$ cat config.mk
export PLATFORM = sky130hd
export DESIGN_NAME = dshp_host_port
export DESIGN_NICKNAME = d
export VERILOG_FILES = /design/src/dshp_pkg.sv /design/src/dshp_host_port.sv /design/src/dshp_sync.sv
export SDC_FILE = /design/constraint.sdc
export NUM_CORES = 1
export LEC_CHECK = 0
export BUFFER_PORTS_ARGS = -buffer_cell sky130_fd_sc_hd__buf_2
export CORE_MARGIN = 3
export CORE_UTILIZATION = 35
export CTS_BUF_LIST = sky130_fd_sc_hd__clkbuf_4 sky130_fd_sc_hd__clkbuf_8 sky130_fd_sc_hd__clkbuf_16
export DETAILED_ROUTE_END_ITERATION = 12
export GPL_TIMING_DRIVEN = 0
export MAX_ROUTING_LAYER = met4
export PLACE_DENSITY = 0.57
export SLEW_MARGIN = 20
export SYNTH_ARGS = -nofsm -noshare
export SYNTH_HDL_FRONTEND = slang
export SYNTH_SLANG_ARGS = --single-unit
$ cat constraint.sdc
create_clock -name mclk -period 2.99 [get_ports mclk]
set_input_delay 0.1495 -clock mclk [delete_from_list [all_inputs] [get_ports mclk]]
set_output_delay 0.1495 -clock mclk [all_outputs]
set_load 0.005 [all_outputs]
$ cat src/dshp_pkg.sv
// constants and types shared by the dual style host bus port
// Behaviour
// - separate-strobe style: write strobe rising with chip select low moves data
// - strobe style: write pin acts as combined data strobe, direction picks read/write
// - strobe style write: direction low, transfer on data strobe rising edge
// - strobe style read: direction high, drive addressed data while strobe low
// - separate-strobe style read: drive addressed data while read and select low
// - mode input picks bus style; undriven means separate-strobe style
// - address is three bits; only the two low bits decode, top ignored
// - sixteen-bit data bus, bit 15 most significant, driven only when reading
// - interrupt held for a programmable count of clocks per new data
// - channel output readable through the port only when channels synchronized
`default_nettype none

package dshp_pkg;

  localparam int DATA_W = 16;
  localparam int ADDR_W = 3;
  localparam int DEC_W = 2;
  localparam int IRQ_LEN_W = 8;
  localparam int SYNC_STAGES = 2;

  // decoded address slots of the low two address bits
  localparam logic [1:0] ADDR_HOLD = 2'h0;
  localparam logic [1:0] ADDR_CHAN = 2'h3;

  // reset values
  localparam logic [15:0] HOLD_RST = 16'h0000;
  localparam logic [15:0] DOUT_RST = 16'h0000;
  localparam logic [7:0] IRQ_CNT_RST = 8'h00;
  localparam logic [7:0] IRQ_CNT_ONE = 8'h01;
  localparam logic [1:0] ADDR_RST = 2'h0;
  // synchronizer reset: select, strobe and read line idle high, rest low
  localparam int PIN_W = 4 + ADDR_W + DATA_W;
  localparam logic [PIN_W-1:0] PIN_RST = {4'he, 19'h00000};

  // bus style selected by the mode pin
  typedef enum logic [1:0] {
    DSHP_SEP_STROBE = 2'b01,
    DSHP_DATA_STROBE = 2'b10
  } dshp_style_t;

endpackage : dshp_pkg

`default_nettype wire

$ cat src/dshp_host_port.sv
// device end of the dual style host bus port
`timescale 1ns/100ps
`default_nettype none

module dshp_host_port
  import dshp_pkg::*;
(
  // clock and reset
  input wire logic mclk,
  input wire logic rst_n,
  // host pins
  input wire logic bus_style,
  input wire logic cs_n,
  input wire logic combined_data_strobe,
  input wire logic rd_n,
  input wire logic [2:0] addr,
  input wire logic [15:0] data_in,
  output logic [15:0] data_out,
  output logic data_oe_n,
  output logic new_data_irq_n,
  // target register side
  output logic tgt_wr,
  output logic [1:0] tgt_addr,
  output logic [15:0] tgt_wdata,
  output logic [1:0] rd_addr,
  input wire logic [15:0] rd_data,
  // channel output side
  input wire logic [15:0] chan_data,
  input wire logic chan_synced,
  input wire logic new_data,
  input wire logic [7:0] irq_len
);

  // pin bundle through the synchronizer; it resets to the idle pin
  // levels so that no strobe edge is seen as reset ends

  logic [PIN_W-1:0] pins_s;
  logic style_s;
  logic cs_n_s;
  logic strobe_s;
  logic rd_s;
  logic [2:0] addr_s;
  logic [15:0] data_s;

  // data and address pass the same two stages as the strobe, so the
  // host must hold them steady around the strobe edge
  dshp_sync #(
    .WIDTH(PIN_W),
    .RST_VAL(PIN_RST)
  ) u_sync (
    .mclk(mclk),
    .rst_n(rst_n),
    .async_in({cs_n, combined_data_strobe, rd_n, bus_style, addr, data_in}),
    .sync_out(pins_s)
  );

  assign {cs_n_s, strobe_s, rd_s, style_s, addr_s, data_s} = pins_s;

  // strobe edge detection on the synchronized copy
  logic strobe_prev_q;
  logic cs_n_prev_q;
  logic strobe_rise;

  always_ff @(posedge mclk) begin
    if (!rst_n) begin
      strobe_prev_q <= 1'b1;
      cs_n_prev_q <= 1'b1;
    end else begin
      strobe_prev_q <= strobe_s;
      cs_n_prev_q <= cs_n_s;
    end
  end

  // select is sampled as it stood while the strobe was low
  assign strobe_rise = strobe_s && !strobe_prev_q && !cs_n_prev_q;

  // bus style: the pin is pulled low outside, so an open pin gives
  // the separate-strobe style
  dshp_style_t style;
  assign style = style_s ? DSHP_DATA_STROBE : DSHP_SEP_STROBE;

  // only the two low address bits decode; the top bit is dropped here
  logic [1:0] dec_addr;
  assign dec_addr = addr_s[1:0];

  // cycle classification
  logic write_ev;
  logic read_act;

  always_comb begin
    write_ev = 1'b0;
    read_act = 1'b0;
    unique case (style)
      DSHP_SEP_STROBE: begin
        write_ev = strobe_rise;
        read_act = !cs_n_s && !rd_s;
      end
      DSHP_DATA_STROBE: begin
        // rd_n acts as the direction line here: high reads, low writes
        write_ev = strobe_rise && !rd_s;
        read_act = !cs_n_s && !strobe_s && rd_s;
      end
    endcase
  end

  // write holding register and target transfer
  logic [15:0] hold_q;
  logic tgt_wr_q;
  logic [1:0] tgt_addr_q;
  logic [15:0] tgt_wdata_q;
  logic [15:0] data_prev_q;
  logic [1:0] addr_prev_q;

  // data and address held one cycle so they match the strobe level
  // that preceded the detected rising edge
  always_ff @(posedge mclk) begin
    if (!rst_n) begin
      data_prev_q <= HOLD_RST;
      addr_prev_q <= ADDR_RST;
    end else begin
      data_prev_q <= data_s;
      addr_prev_q <= dec_addr;
    end
  end

  always_ff @(posedge mclk) begin
    if (!rst_n) begin
      hold_q <= HOLD_RST;
    end else if (write_ev && addr_prev_q == ADDR_HOLD) begin
      hold_q <= data_prev_q;
    end
  end

  // a target write always carries the holding register, so a commit
  // without a fresh load repeats the last loaded word
  always_ff @(posedge mclk) begin
    if (!rst_n) begin
      tgt_wr_q <= 1'b0;
      tgt_addr_q <= ADDR_RST;
      tgt_wdata_q <= HOLD_RST;
    end else begin
      tgt_wr_q <= write_ev && addr_prev_q != ADDR_HOLD;
      if (write_ev && addr_prev_q != ADDR_HOLD) begin
        tgt_addr_q <= addr_prev_q;
        tgt_wdata_q <= hold_q;
      end
    end
  end

  assign tgt_wr = tgt_wr_q;
  assign tgt_addr = tgt_addr_q;
  assign tgt_wdata = tgt_wdata_q;

  // read path: address goes out registered, data is muxed and
  // registered before it reaches the pins
  // the drive enable trails the pins by three edges; a host that turns
  // its own drivers on sooner than that will briefly fight the port
  logic [1:0] rd_addr_q;
  logic [15:0] rd_mux;
  logic [15:0] dout_q;
  logic oe_n_q;

  always_ff @(posedge mclk) begin
    if (!rst_n) begin
      rd_addr_q <= ADDR_RST;
    end else begin
      rd_addr_q <= dec_addr;
    end
  end

  assign rd_addr = rd_addr_q;

  always_comb begin
    unique case (rd_addr_q)
      ADDR_HOLD: rd_mux = hold_q;
      // unsynchronized channels read as zero
      ADDR_CHAN: rd_mux = chan_synced ? chan_data : DOUT_RST;
      default: rd_mux = rd_data;
    endcase
  end

  always_ff @(posedge mclk) begin
    if (!rst_n) begin
      dout_q <= DOUT_RST;
      oe_n_q <= 1'b1;
    end else begin
      dout_q <= rd_mux;
      oe_n_q <= !read_act;
    end
  end

  assign data_out = dout_q;
  assign data_oe_n = oe_n_q;

  // interrupt pulse: a new event restarts the count; a length of zero
  // still gives one cycle so no event goes unseen
  logic [7:0] irq_cnt_q;
  logic irq_n_q;

  always_ff @(posedge mclk) begin
    if (!rst_n) begin
      irq_cnt_q <= IRQ_CNT_RST;
    end else if (new_data) begin
      irq_cnt_q <= (irq_len == IRQ_CNT_RST) ? IRQ_CNT_ONE : irq_len;
    end else if (irq_cnt_q != IRQ_CNT_RST) begin
      irq_cnt_q <= irq_cnt_q - IRQ_CNT_ONE;
    end
  end

  always_ff @(posedge mclk) begin
    if (!rst_n) begin
      irq_n_q <= 1'b1;
    end else begin
      irq_n_q <= !(new_data || irq_cnt_q > IRQ_CNT_ONE);
    end
  end

  assign new_data_irq_n = irq_n_q;

endmodule : dshp_host_port

`default_nettype wire

$ cat src/dshp_sync.sv
// two flip-flop synchronizer, one chain per bit
`timescale 1ns/100ps
`default_nettype none

module dshp_sync #(
  parameter int WIDTH = 1,
  parameter logic [WIDTH-1:0] RST_VAL = '0
) (
  // clock and reset
  input wire logic mclk,
  input wire logic rst_n,
  // asynchronous in, synchronous out
  input wire logic [WIDTH-1:0] async_in,
  output logic [WIDTH-1:0] sync_out
);

  genvar i;
  generate
    for (i = 0; i < WIDTH; i++) begin : g_bit
      logic meta_q;
      logic stable_q;
      // the first stage feeds only the second
      always_ff @(posedge mclk) begin
        if (!rst_n) begin
          meta_q <= RST_VAL[i];
          stable_q <= RST_VAL[i];
        end else begin
          meta_q <= async_in[i];
          stable_q <= meta_q;
        end
      end
      assign sync_out[i] = stable_q;
    end
  endgenerate

endmodule : dshp_sync

`default_nettype wire

=== Word level (Yosys, flattened, before mapping) ===
Cells that the tools add are included.

* $add $sub $neg: 1
* Magnitude comparators: 1
* Equality and inequality tests: 3
* Muxes and demuxes: 8
* Reductions and logical operators: 21

{| class="wikitable"
|+ Operator list
! cell !! number
|-
| $pmux 16 s2 || 1
|-
| $mux 8 || 3
|-
| $mux 16 || 1
|-
| $gt 8x1->1 const B || 1
|-
| $logic_and 1x1->1 || 8
|-
| $logic_not 8->1 || 1
|-
| $reduce_bool 8->1 || 1
|-
| $sub 8x1->8 const B || 1
|-
| $logic_not 1->1 || 7
|-
| $eq 2x2->1 const B || 2
|-
| $pmux 1 s2 || 2
|-
| $reduce_bool 2->1 || 2
|-
| $eq 2x1->1 const B || 1
|-
| $logic_not 2->1 || 1
|-
| $mux 2 || 1
|-
| $logic_or 1x1->1 || 1
|}

* Register bits: 125
* Output and inout bits: 39
* Logic and storage cells: 90

=== Longest topological paths before layout ===
Gate-level depths: netlist of the first run.

* Depth after elaboration: 6
* Gate-level depth with buffers: 8
* Depth with buffers taken out: 6

=== Modules after synthesis ===
Synthesis of the first run repeated with hierarchy kept, for this count alone.

* Cell total of the unflattened synthesis: 440
* Area, all modules: 4464.3 µm²

{| class="wikitable"
|+ By module, submodules not included
! module !! times used !! cells an instance !! area each (µm²) !! seq. area each (µm²)
|-
| dshp_host_port || 1 || 321 || 3032.9 || 1621.6
|-
| dshp_sync || 1 || 119 || 1431.4 || 920.9
|}

=== Worst setup path before layout of the first run ===
OpenSTA, ideal clock, no wires.

* Path type: register -> register
* Start: register rd_addr[0] (netlist name)
* End: register tgt_addr_q[0] (netlist: tgt_addr[0])
* Library setup time: 126 ps
* Arrival: 1674 ps
* Required time: 2864 ps
* Setup slack: 1189 ps
* Stages on the path, launching flop included: 9
* Cells stage by stage: dfxtp_1 > inv_1 > ha_1 > buf_6 > or4_4 > buf_6 > buf_6 > nand3_1 > o31ai_2

{| class="wikitable"
|+ RTL lines
! element !! line !! source
|-
| end signal: assignment || dshp_host_port.sv:144 || <nowiki>tgt_addr_q <= addr_prev_q;</nowiki>
|-
| end: declaration || dshp_host_port.sv:109 || <nowiki>logic [1:0] tgt_addr_q;</nowiki>
|}

==> flow_metrics.py, run 1 <==
metrics = {
    "status": {
        "status": "completed",
    },
    "routing": {
        "viasPerCell": 4.48,
        "first_iter_violations": 132,
        "avgRoutedWirePerCell_um": 13.0,
        "wirelength_um": 9240,
        "drt_pre_antenna_iters": 4,
        "vias": 3196,
        "drcViolationCount": 0,
        "ant_nets": 0,
    },
    "critical_path": {
        "cp_common_cell": "buf_6",
        "end_kind": "flip-flop",
        "max_stage_delay_ps": 520,
        "r2r_slack_ps": 1010,
        "path_class": "flip-flop to flip-flop",
        "path_cells": "inv_1, ha_1, buf_6, or4_4, buf_6, buf_6, nand3_1, o21ai_0",
        "crit_fanout": 10,
        "slowest_stage": "or4_4",
        "crit_required_ps": 3270,
        "crit_path_start_kind": "flip-flop",
        "worstPathArrival_ps": 2260,
        "r2r_cells": 8,
    },
    "logic_synthesis": {
        "syn_area_per_cell_um2": 10.2,
        "syn_nets": 486,
        "ys_top_cells_by_area": "dfxtp_1, and2_1, nand3_1",
        "synth_top_flop_cell": "dfxtp_1",
        "async_flop_share_pct": 0,
        "synth_top_cell_area_share_pct": 59.4,
        "ys_ff_latch": 125,
        "synth_edf_count": 0,
        "yosysTopAreaCell": "dfxtp_1",
        "ys_seq_area_share_pct": 59.4,
        "synth_cell_types": 37,
        "synth_most_common_cell": "dfxtp_1",
        "yosys-top-cells-count": "dfxtp_1, and2_1, nand3_1, o21ai_0, nand2_1",
        "netlist_area_um2": 4220,
        "ys_warn_count": 0,
        "synth_cells": 414,
    },
    "global_route": {
        "antenna_found_initial": 0,
        "grt-ovfl-total": 0,
        "gr-usage-met3_pct": 5.43,
        "grt_pass1_vias": 3107,
        "busiest_layer": "met2",
        "grt_pass1_wl_um": 14800,
        "grt_max_degree": 17,
        "globalRouteMet1Util_pct": 19.1,
        "grt_util_all_layers_pct": 14.8,
        "use_met2_pct": 21.6,
    },
    "clock_network": {
        "clk_pin_slew_ps": 50,
        "cts_max_path_buffers": 2,
        "h-tree-depth": 4,
        "cts_tree": "built",
        "clock_latency_ps": 410,
        "cts_root_buffer": "clkbuf_16",
        "cts_sinks": 125,
        "cts_buffers": 17,
    },
    "floorplan": {
        "pin_count": 106,
        "coreArea_um2": 11600,
        "rows": 39,
        "die_area_um2": 13400,
        "die-height_um": 116,
        "fp.dieW_um": 116,
        "start_util_pct": 36.3,
    },
    "power": {
        "seq_power_share_pct": 42.7,
        "ir_worst_vdd_uv": 350,
        "clkPwrFrac_pct": 51.4,
        "switchingPower_w": 0.000842,
        "p_comb_share_pct": 5.9,
        "p_leak_nw": 2.44,
        "p_sw_share_pct": 20.5,
        "power_density_nw_per_um2": 712,
        "intPower_w": 0.00326,
    },
    "final_layout": {
        "final_util_pct": 49.6,
        "nNetsFinal": 630,
        "area_delta_synth_final_pct": 36.5,
        "nFillCells": 1118,
        "n_antenna_cell": 0,
        "drive_gt1_share_pct": 25.8,
    },
    "timing": {
        "rsz0062_at_grt": "no",
        "relSlewSlack_pct": 63.7,
        "maxSlewViolCount": 0,
        "tightest_slew_ps": 545,
        "tns_ps": 0,
        "period_minus_slack_ps": 1980,
        "finClkSkew_ps": 14.4,
        "hold_viol": 0,
        "max_freq_mhz": 505,
        "finalCritPeriodShare_pct": 66.2,
        "setup_viol": 0,
    },
    "placement": {
        "dp_hpwl_um": 6810,
        "io_buffers": 102,
        "gp_congestion": 0.793,
    },
    "flow_run": {
        "drv_cap": 0,
    },
    "min_path": {
        "holdPathStages": 3,
        "hold_class": "primary input to flip-flop",
    },
}
flip-flops by register name, indices dropped and copies added (netlist names):
signal	count
irq_cnt_q	8
data_out	16
tgt_wr	1
tgt_addr	2
tgt_wdata	16
cs_n_prev_q	1
u_sync.g_bit.meta_q	22
new_data_irq_n	1
strobe_prev_q	1
data_prev_q	16
rd_addr	2
u_sync.g_bit.stable_q	22
hold_q	16
data_oe_n	1
stage by stage:
stage	setup WS [ps]	instance area, um^2	cells	hold WS, ps	total power [W]
2_1_floorplan	1190	4220	414	251	0.00192
3_3_place_gp	1060	4900	659	329	0.00200
3_5_place_dp	1050	4900	659	334	0.00201
4_1_cts	1000	5760	713	3.78	0.00414
5_1_grt	927	5760	713	30.3	0.00426
6_report	1010	5760	713	22.8	0.00410
worst max-delay path: cells and delay by family (launching register included):
family	cells	cell delay (ps)
AND/OR/NAND/NOR	2	600
buffers and inverters	4	530
flip-flops	1	400
adder cells (fa/ha/maj)	1	210
AO/OA/AOI/OAI	1	100
power groups by stage:
stage,logic (W),clock network [W],registers [W]
CTS,0.000245,0.00215,0.00175
finish,0.000242,0.00211,0.00175
global route,0.000276,0.00223,0.00176
global placement,0.000218,0,0.00178
detailed placement,0.000221,0,0.00179
floorplan,0.000136,0,0.00178
logic make-up (layout without fill, tap and decap cells):
kind of cell | after synthesis | after routing | synth area share (%)
buffers and inverters | 36 | 192 | 4.18
AOI/OAI and AO/OA | 65 | 65 | 10.2
xor gates and xnor gates | 4 | 4 | 0.831
and+or+nand+nor | 178 | 178 | 23.7
muxes | 1 | 1 | 0.237
DFF | 125 | 125 | 59.4
adders and majority gates | 5 | 5 | 1.48
placed cells by master, fill, tap and decap left out, drive strengths merged, types with 2 or more instances in the layout:
| cell | n |
|---|---|
| a211oi | 4 |
| a21oi | 4 |
| a221oi | 16 |
| and2 | 58 |
| buf | 113 |
| bufinv | 3 |
| clkbuf | 41 |
| clkinv | 3 |
| clkinvlp | 2 |
| dfxtp | 125 |
| dlygate4sd3 | 23 |
| ha | 5 |
| inv | 7 |
| nand2 | 21 |
| nand2b | 11 |
| nand3 | 36 |
| nor2 | 11 |
| nor2b | 16 |
| nor3 | 17 |
| nor4 | 2 |
| o21ai | 35 |
| o31ai | 3 |
| or4 | 3 |
| xnor2 | 2 |
| xor2 | 2 |
area by class of cell:
class | count | area (um^2) | area share [%]
repair buffers | 125 | 741 | 12.9
well taps | 143 | 179 | 3.11
flip-flops and latches | 125 | 2500 | 43.5
inverters | 6 | 22.5 | 0.391
clock buffers | 22 | 488 | 8.48
multi-input cells | 253 | 1540 | 26.7
clock inverters | 9 | 133 | 2.30
plain buffers | 30 | 154 | 2.67
routing by layer:
metal / wire [um] / vias to the layer above
li1: - / 1702
met1: 4450 / 1389
met2: 4100 / 98
met3: 600 / 7
met4: 80 / 0
met5: 0 / -
repair_timing:
action                                  in CTS  in global routing
hold buffers                                23                  0
resized for setup                            0                  0
endpoints found under the hold margin       23                  0
setup buffers                                0                  0
endpoints found under the setup margin       0                  0
worst paths after layout:
| kind | startpoint | endpoint |
|---|---|---|
| hold / removal | irq_len[4] | irq_cnt_q[4] |
| setup reg to reg | rd_addr[0] | tgt_wdata[11] |
| hold reg to reg | u_sync.g_bit[21].meta_q | u_sync.g_bit[21].stable_q |
| setup / recovery | rd_addr[0] | tgt_wdata[11] |
No activity file was read; power rests on OpenSTA's default activity.
==> run 2: changes to the inputs <==
--- a/config.mk
+++ b/config.mk
@@ -12,7 +12,7 @@
 export DETAILED_ROUTE_END_ITERATION = 12
 export GPL_TIMING_DRIVEN = 0
 export MAX_ROUTING_LAYER = met4
-export PLACE_DENSITY = 0.57
+export PLACE_DENSITY = 0.6
 export SLEW_MARGIN = 20
 export SYNTH_ARGS = -nofsm -noshare
 export SYNTH_HDL_FRONTEND = slang
==> constraint.sdc (replaced) <==
create_clock -name mclk -period 1.8 [get_ports mclk]
set_input_delay 0.09 -clock mclk [delete_from_list [all_inputs] [get_ports mclk]]
set_output_delay 0.09 -clock mclk [all_outputs]
set_load 0.005 [all_outputs]
==> run 2 against run 1 <==
  * Count of clock-buffer cells in the layout down 2
  * Global-route usage up 0.85 points
  * Sequential share of layout area down 2.2 points
  * Combinational power up 91%
  * Clock skew down 7.1 ps
  * Core utilization up 2.7 points
  * Largest cell class unchanged
  * Highest routed layer unchanged
==> flow_metrics.py, run 2 (synthesis results as in run 1) <==
metrics = {
    "final_layout": {
        "final_cell_mix": "dfxtp_1, buf_2, and2_1, dlygate4sd3_1, nand3_1",
        "final_common_cell": "dfxtp_1",
        "reg_top3": "u_sync.g_bit.meta_q: 22 flops, u_sync.g_bit.stable_q: 22 flops",
        "ff_latch_area_um2": 2500,
        "nNetsFinal": 666,
        "drive_gt1_share_pct": 25.7,
        "area_delta_synth_final_pct": 44.1,
        "multi_input_area_um2": 1550,
        "n_antenna_cell": 0,
        "nFillCells": 1052,
    },
    "critical_path": {
        "crit_path_start_kind": "flip-flop",
        "crit_fanout": 10,
        "path_class": "flip-flop to flip-flop",
        "end_kind": "flip-flop",
        "crit_required_ps": 2070,
        "worstPathArrival_ps": 1980,
    },
    "routing": {
        "vias": 3369,
        "wirelength_um": 9710,
        "viasPerCell": 4.49,
        "drcViolationCount": 0,
        "first_iter_violations": 164,
        "drt_pre_antenna_iters": 4,
        "ant_nets": 0,
        "avgRoutedWirePerCell_um": 12.9,
    },
    "placement": {
        "io_buffers": 102,
        "dp_slack_ps": -114,
        "gp_congestion": 0.795,
        "dp_hpwl_um": 6800,
    },
    "status": {
        "status": "completed",
    },
    "global_route": {
        "grt_max_degree": 17,
        "grt_util_all_layers_pct": 15.6,
        "grt_pass1_wl_um": 15700,
        "antenna_found_initial": 0,
        "grt-ovfl-total": 0,
        "grt_pass1_vias": 3376,
    },
    "timing": {
        "period_minus_slack_ps": 1710,
        "rsz0062_at_grt": "yes",
        "max_freq_mhz": 585,
        "final.setup.worst_slack_ps": 89.8,
        "maxSlewViolCount": 0,
        "setup_viol": 0,
        "finalCritPeriodShare_pct": 95.0,
        "hold_viol": 0,
        "worst_hold_slack_ps": 21.4,
        "finClkSkew_ps": 7.30,
        "tightest_slew_ps": 522,
        "relSlewSlack_pct": 65.2,
    },
    "floorplan": {
        "die_area_um2": 13400,
        "start_util_pct": 36.3,
        "coreArea_um2": 11600,
        "pin_count": 106,
        "die-height_um": 116,
        "fp.dieW_um": 116,
        "rows": 39,
    },
    "clock_network": {
        "cts_tree": "built",
        "cts_sinks": 125,
        "clk_pin_slew_ps": 60,
        "cts_root_buffer": "clkbuf_16",
        "cts_max_path_buffers": 2,
        "cts_buffers": 17,
        "clock_latency_ps": 400,
        "h-tree-depth": 4,
    },
    "min_path": {
        "hold_class": "primary input to flip-flop",
    },
    "power": {
        "totalPowerFinal_w": 0.00659,
        "power_density_nw_per_um2": 1090,
        "p_leak_nw": 2.58,
        "ir_worst_vdd_uv": 646,
    },
    "flow_run": {
        "drv_cap": 0,
    },
}
## run 2: worst max-delay path, cell delays in order (launching register included)
cell and delay, ps:
dfxtp_2 320, buf_4 140, ha_1 180, and2_0 160, clkbuf_1 190, buf_2 210, a221oi_1 300, nor3_1 80
## run 2: power by group
group,total (W),leakage (nW),switching (W),internal [W]
Sequential,0.00291,1.02,0.0000443,0.00286
Clock,0.00322,0.272,0.00123,0.00199
Combinational,0.000463,1.28,0.000204,0.000260
Total,0.00659,2.58,0.00148,0.00512
## run 2: routing by layer
metal  track usage (%)  wire length (um)  vias to the layer above  part of all wire [%]
li1                  -                 -                     1765                     -
met1              18.9              4580                     1496                    47
met5                 -                 0                        -                     0
met4              5.34                90                        0                  0.93
met2              25.3              4500                      100                    46
met3              4.18               536                        8                   5.5
## run 2: worst paths after layout
path,endpoint,slack [ps],cells past startpoint,from
worst min register to register,u_sync.g_bit[22].stable_q,410,1,u_sync.g_bit[22].meta_q
worst max-delay path,data_out[14],90,7,rd_addr[0]
worst max register to register,data_out[14],90,7,rd_addr[0]
worst min-delay path,irq_cnt_q[0],20,3,irq_len[0]
## run 2: through the flow
stage               instance area, um^2  utilization, %  TNS, ps  instances
floorplan                          4220               -        0        414
global placement                   4910            42.2     -899        659
detailed placement                 4910            42.2    -1280        659
CTS                                6050            52.1        0        748
global route                       6070            52.3     -101        750
finish                             6070            52.3        0        750
## run 2: final cells by class
type	count	share of cell area, %
inverters	6	0.371
well taps	143	2.95
repair buffers	162	18.1
flip-flops and latches	125	41.2
clock inverters	12	1.87
clock buffers	20	7.58
plain buffers	29	2.41
multi-input cells	253	25.4
## run 2: what timing repair did
action                                 in CTS  in global routing
hold buffers                               56                  0
setup endpoints to repair                  28                 27
pin swaps                                   1                  0
endpoints found under the hold margin      43                  0
resized for setup                           2                  6
setup buffers                               2                  2
cloned                                      0                  0
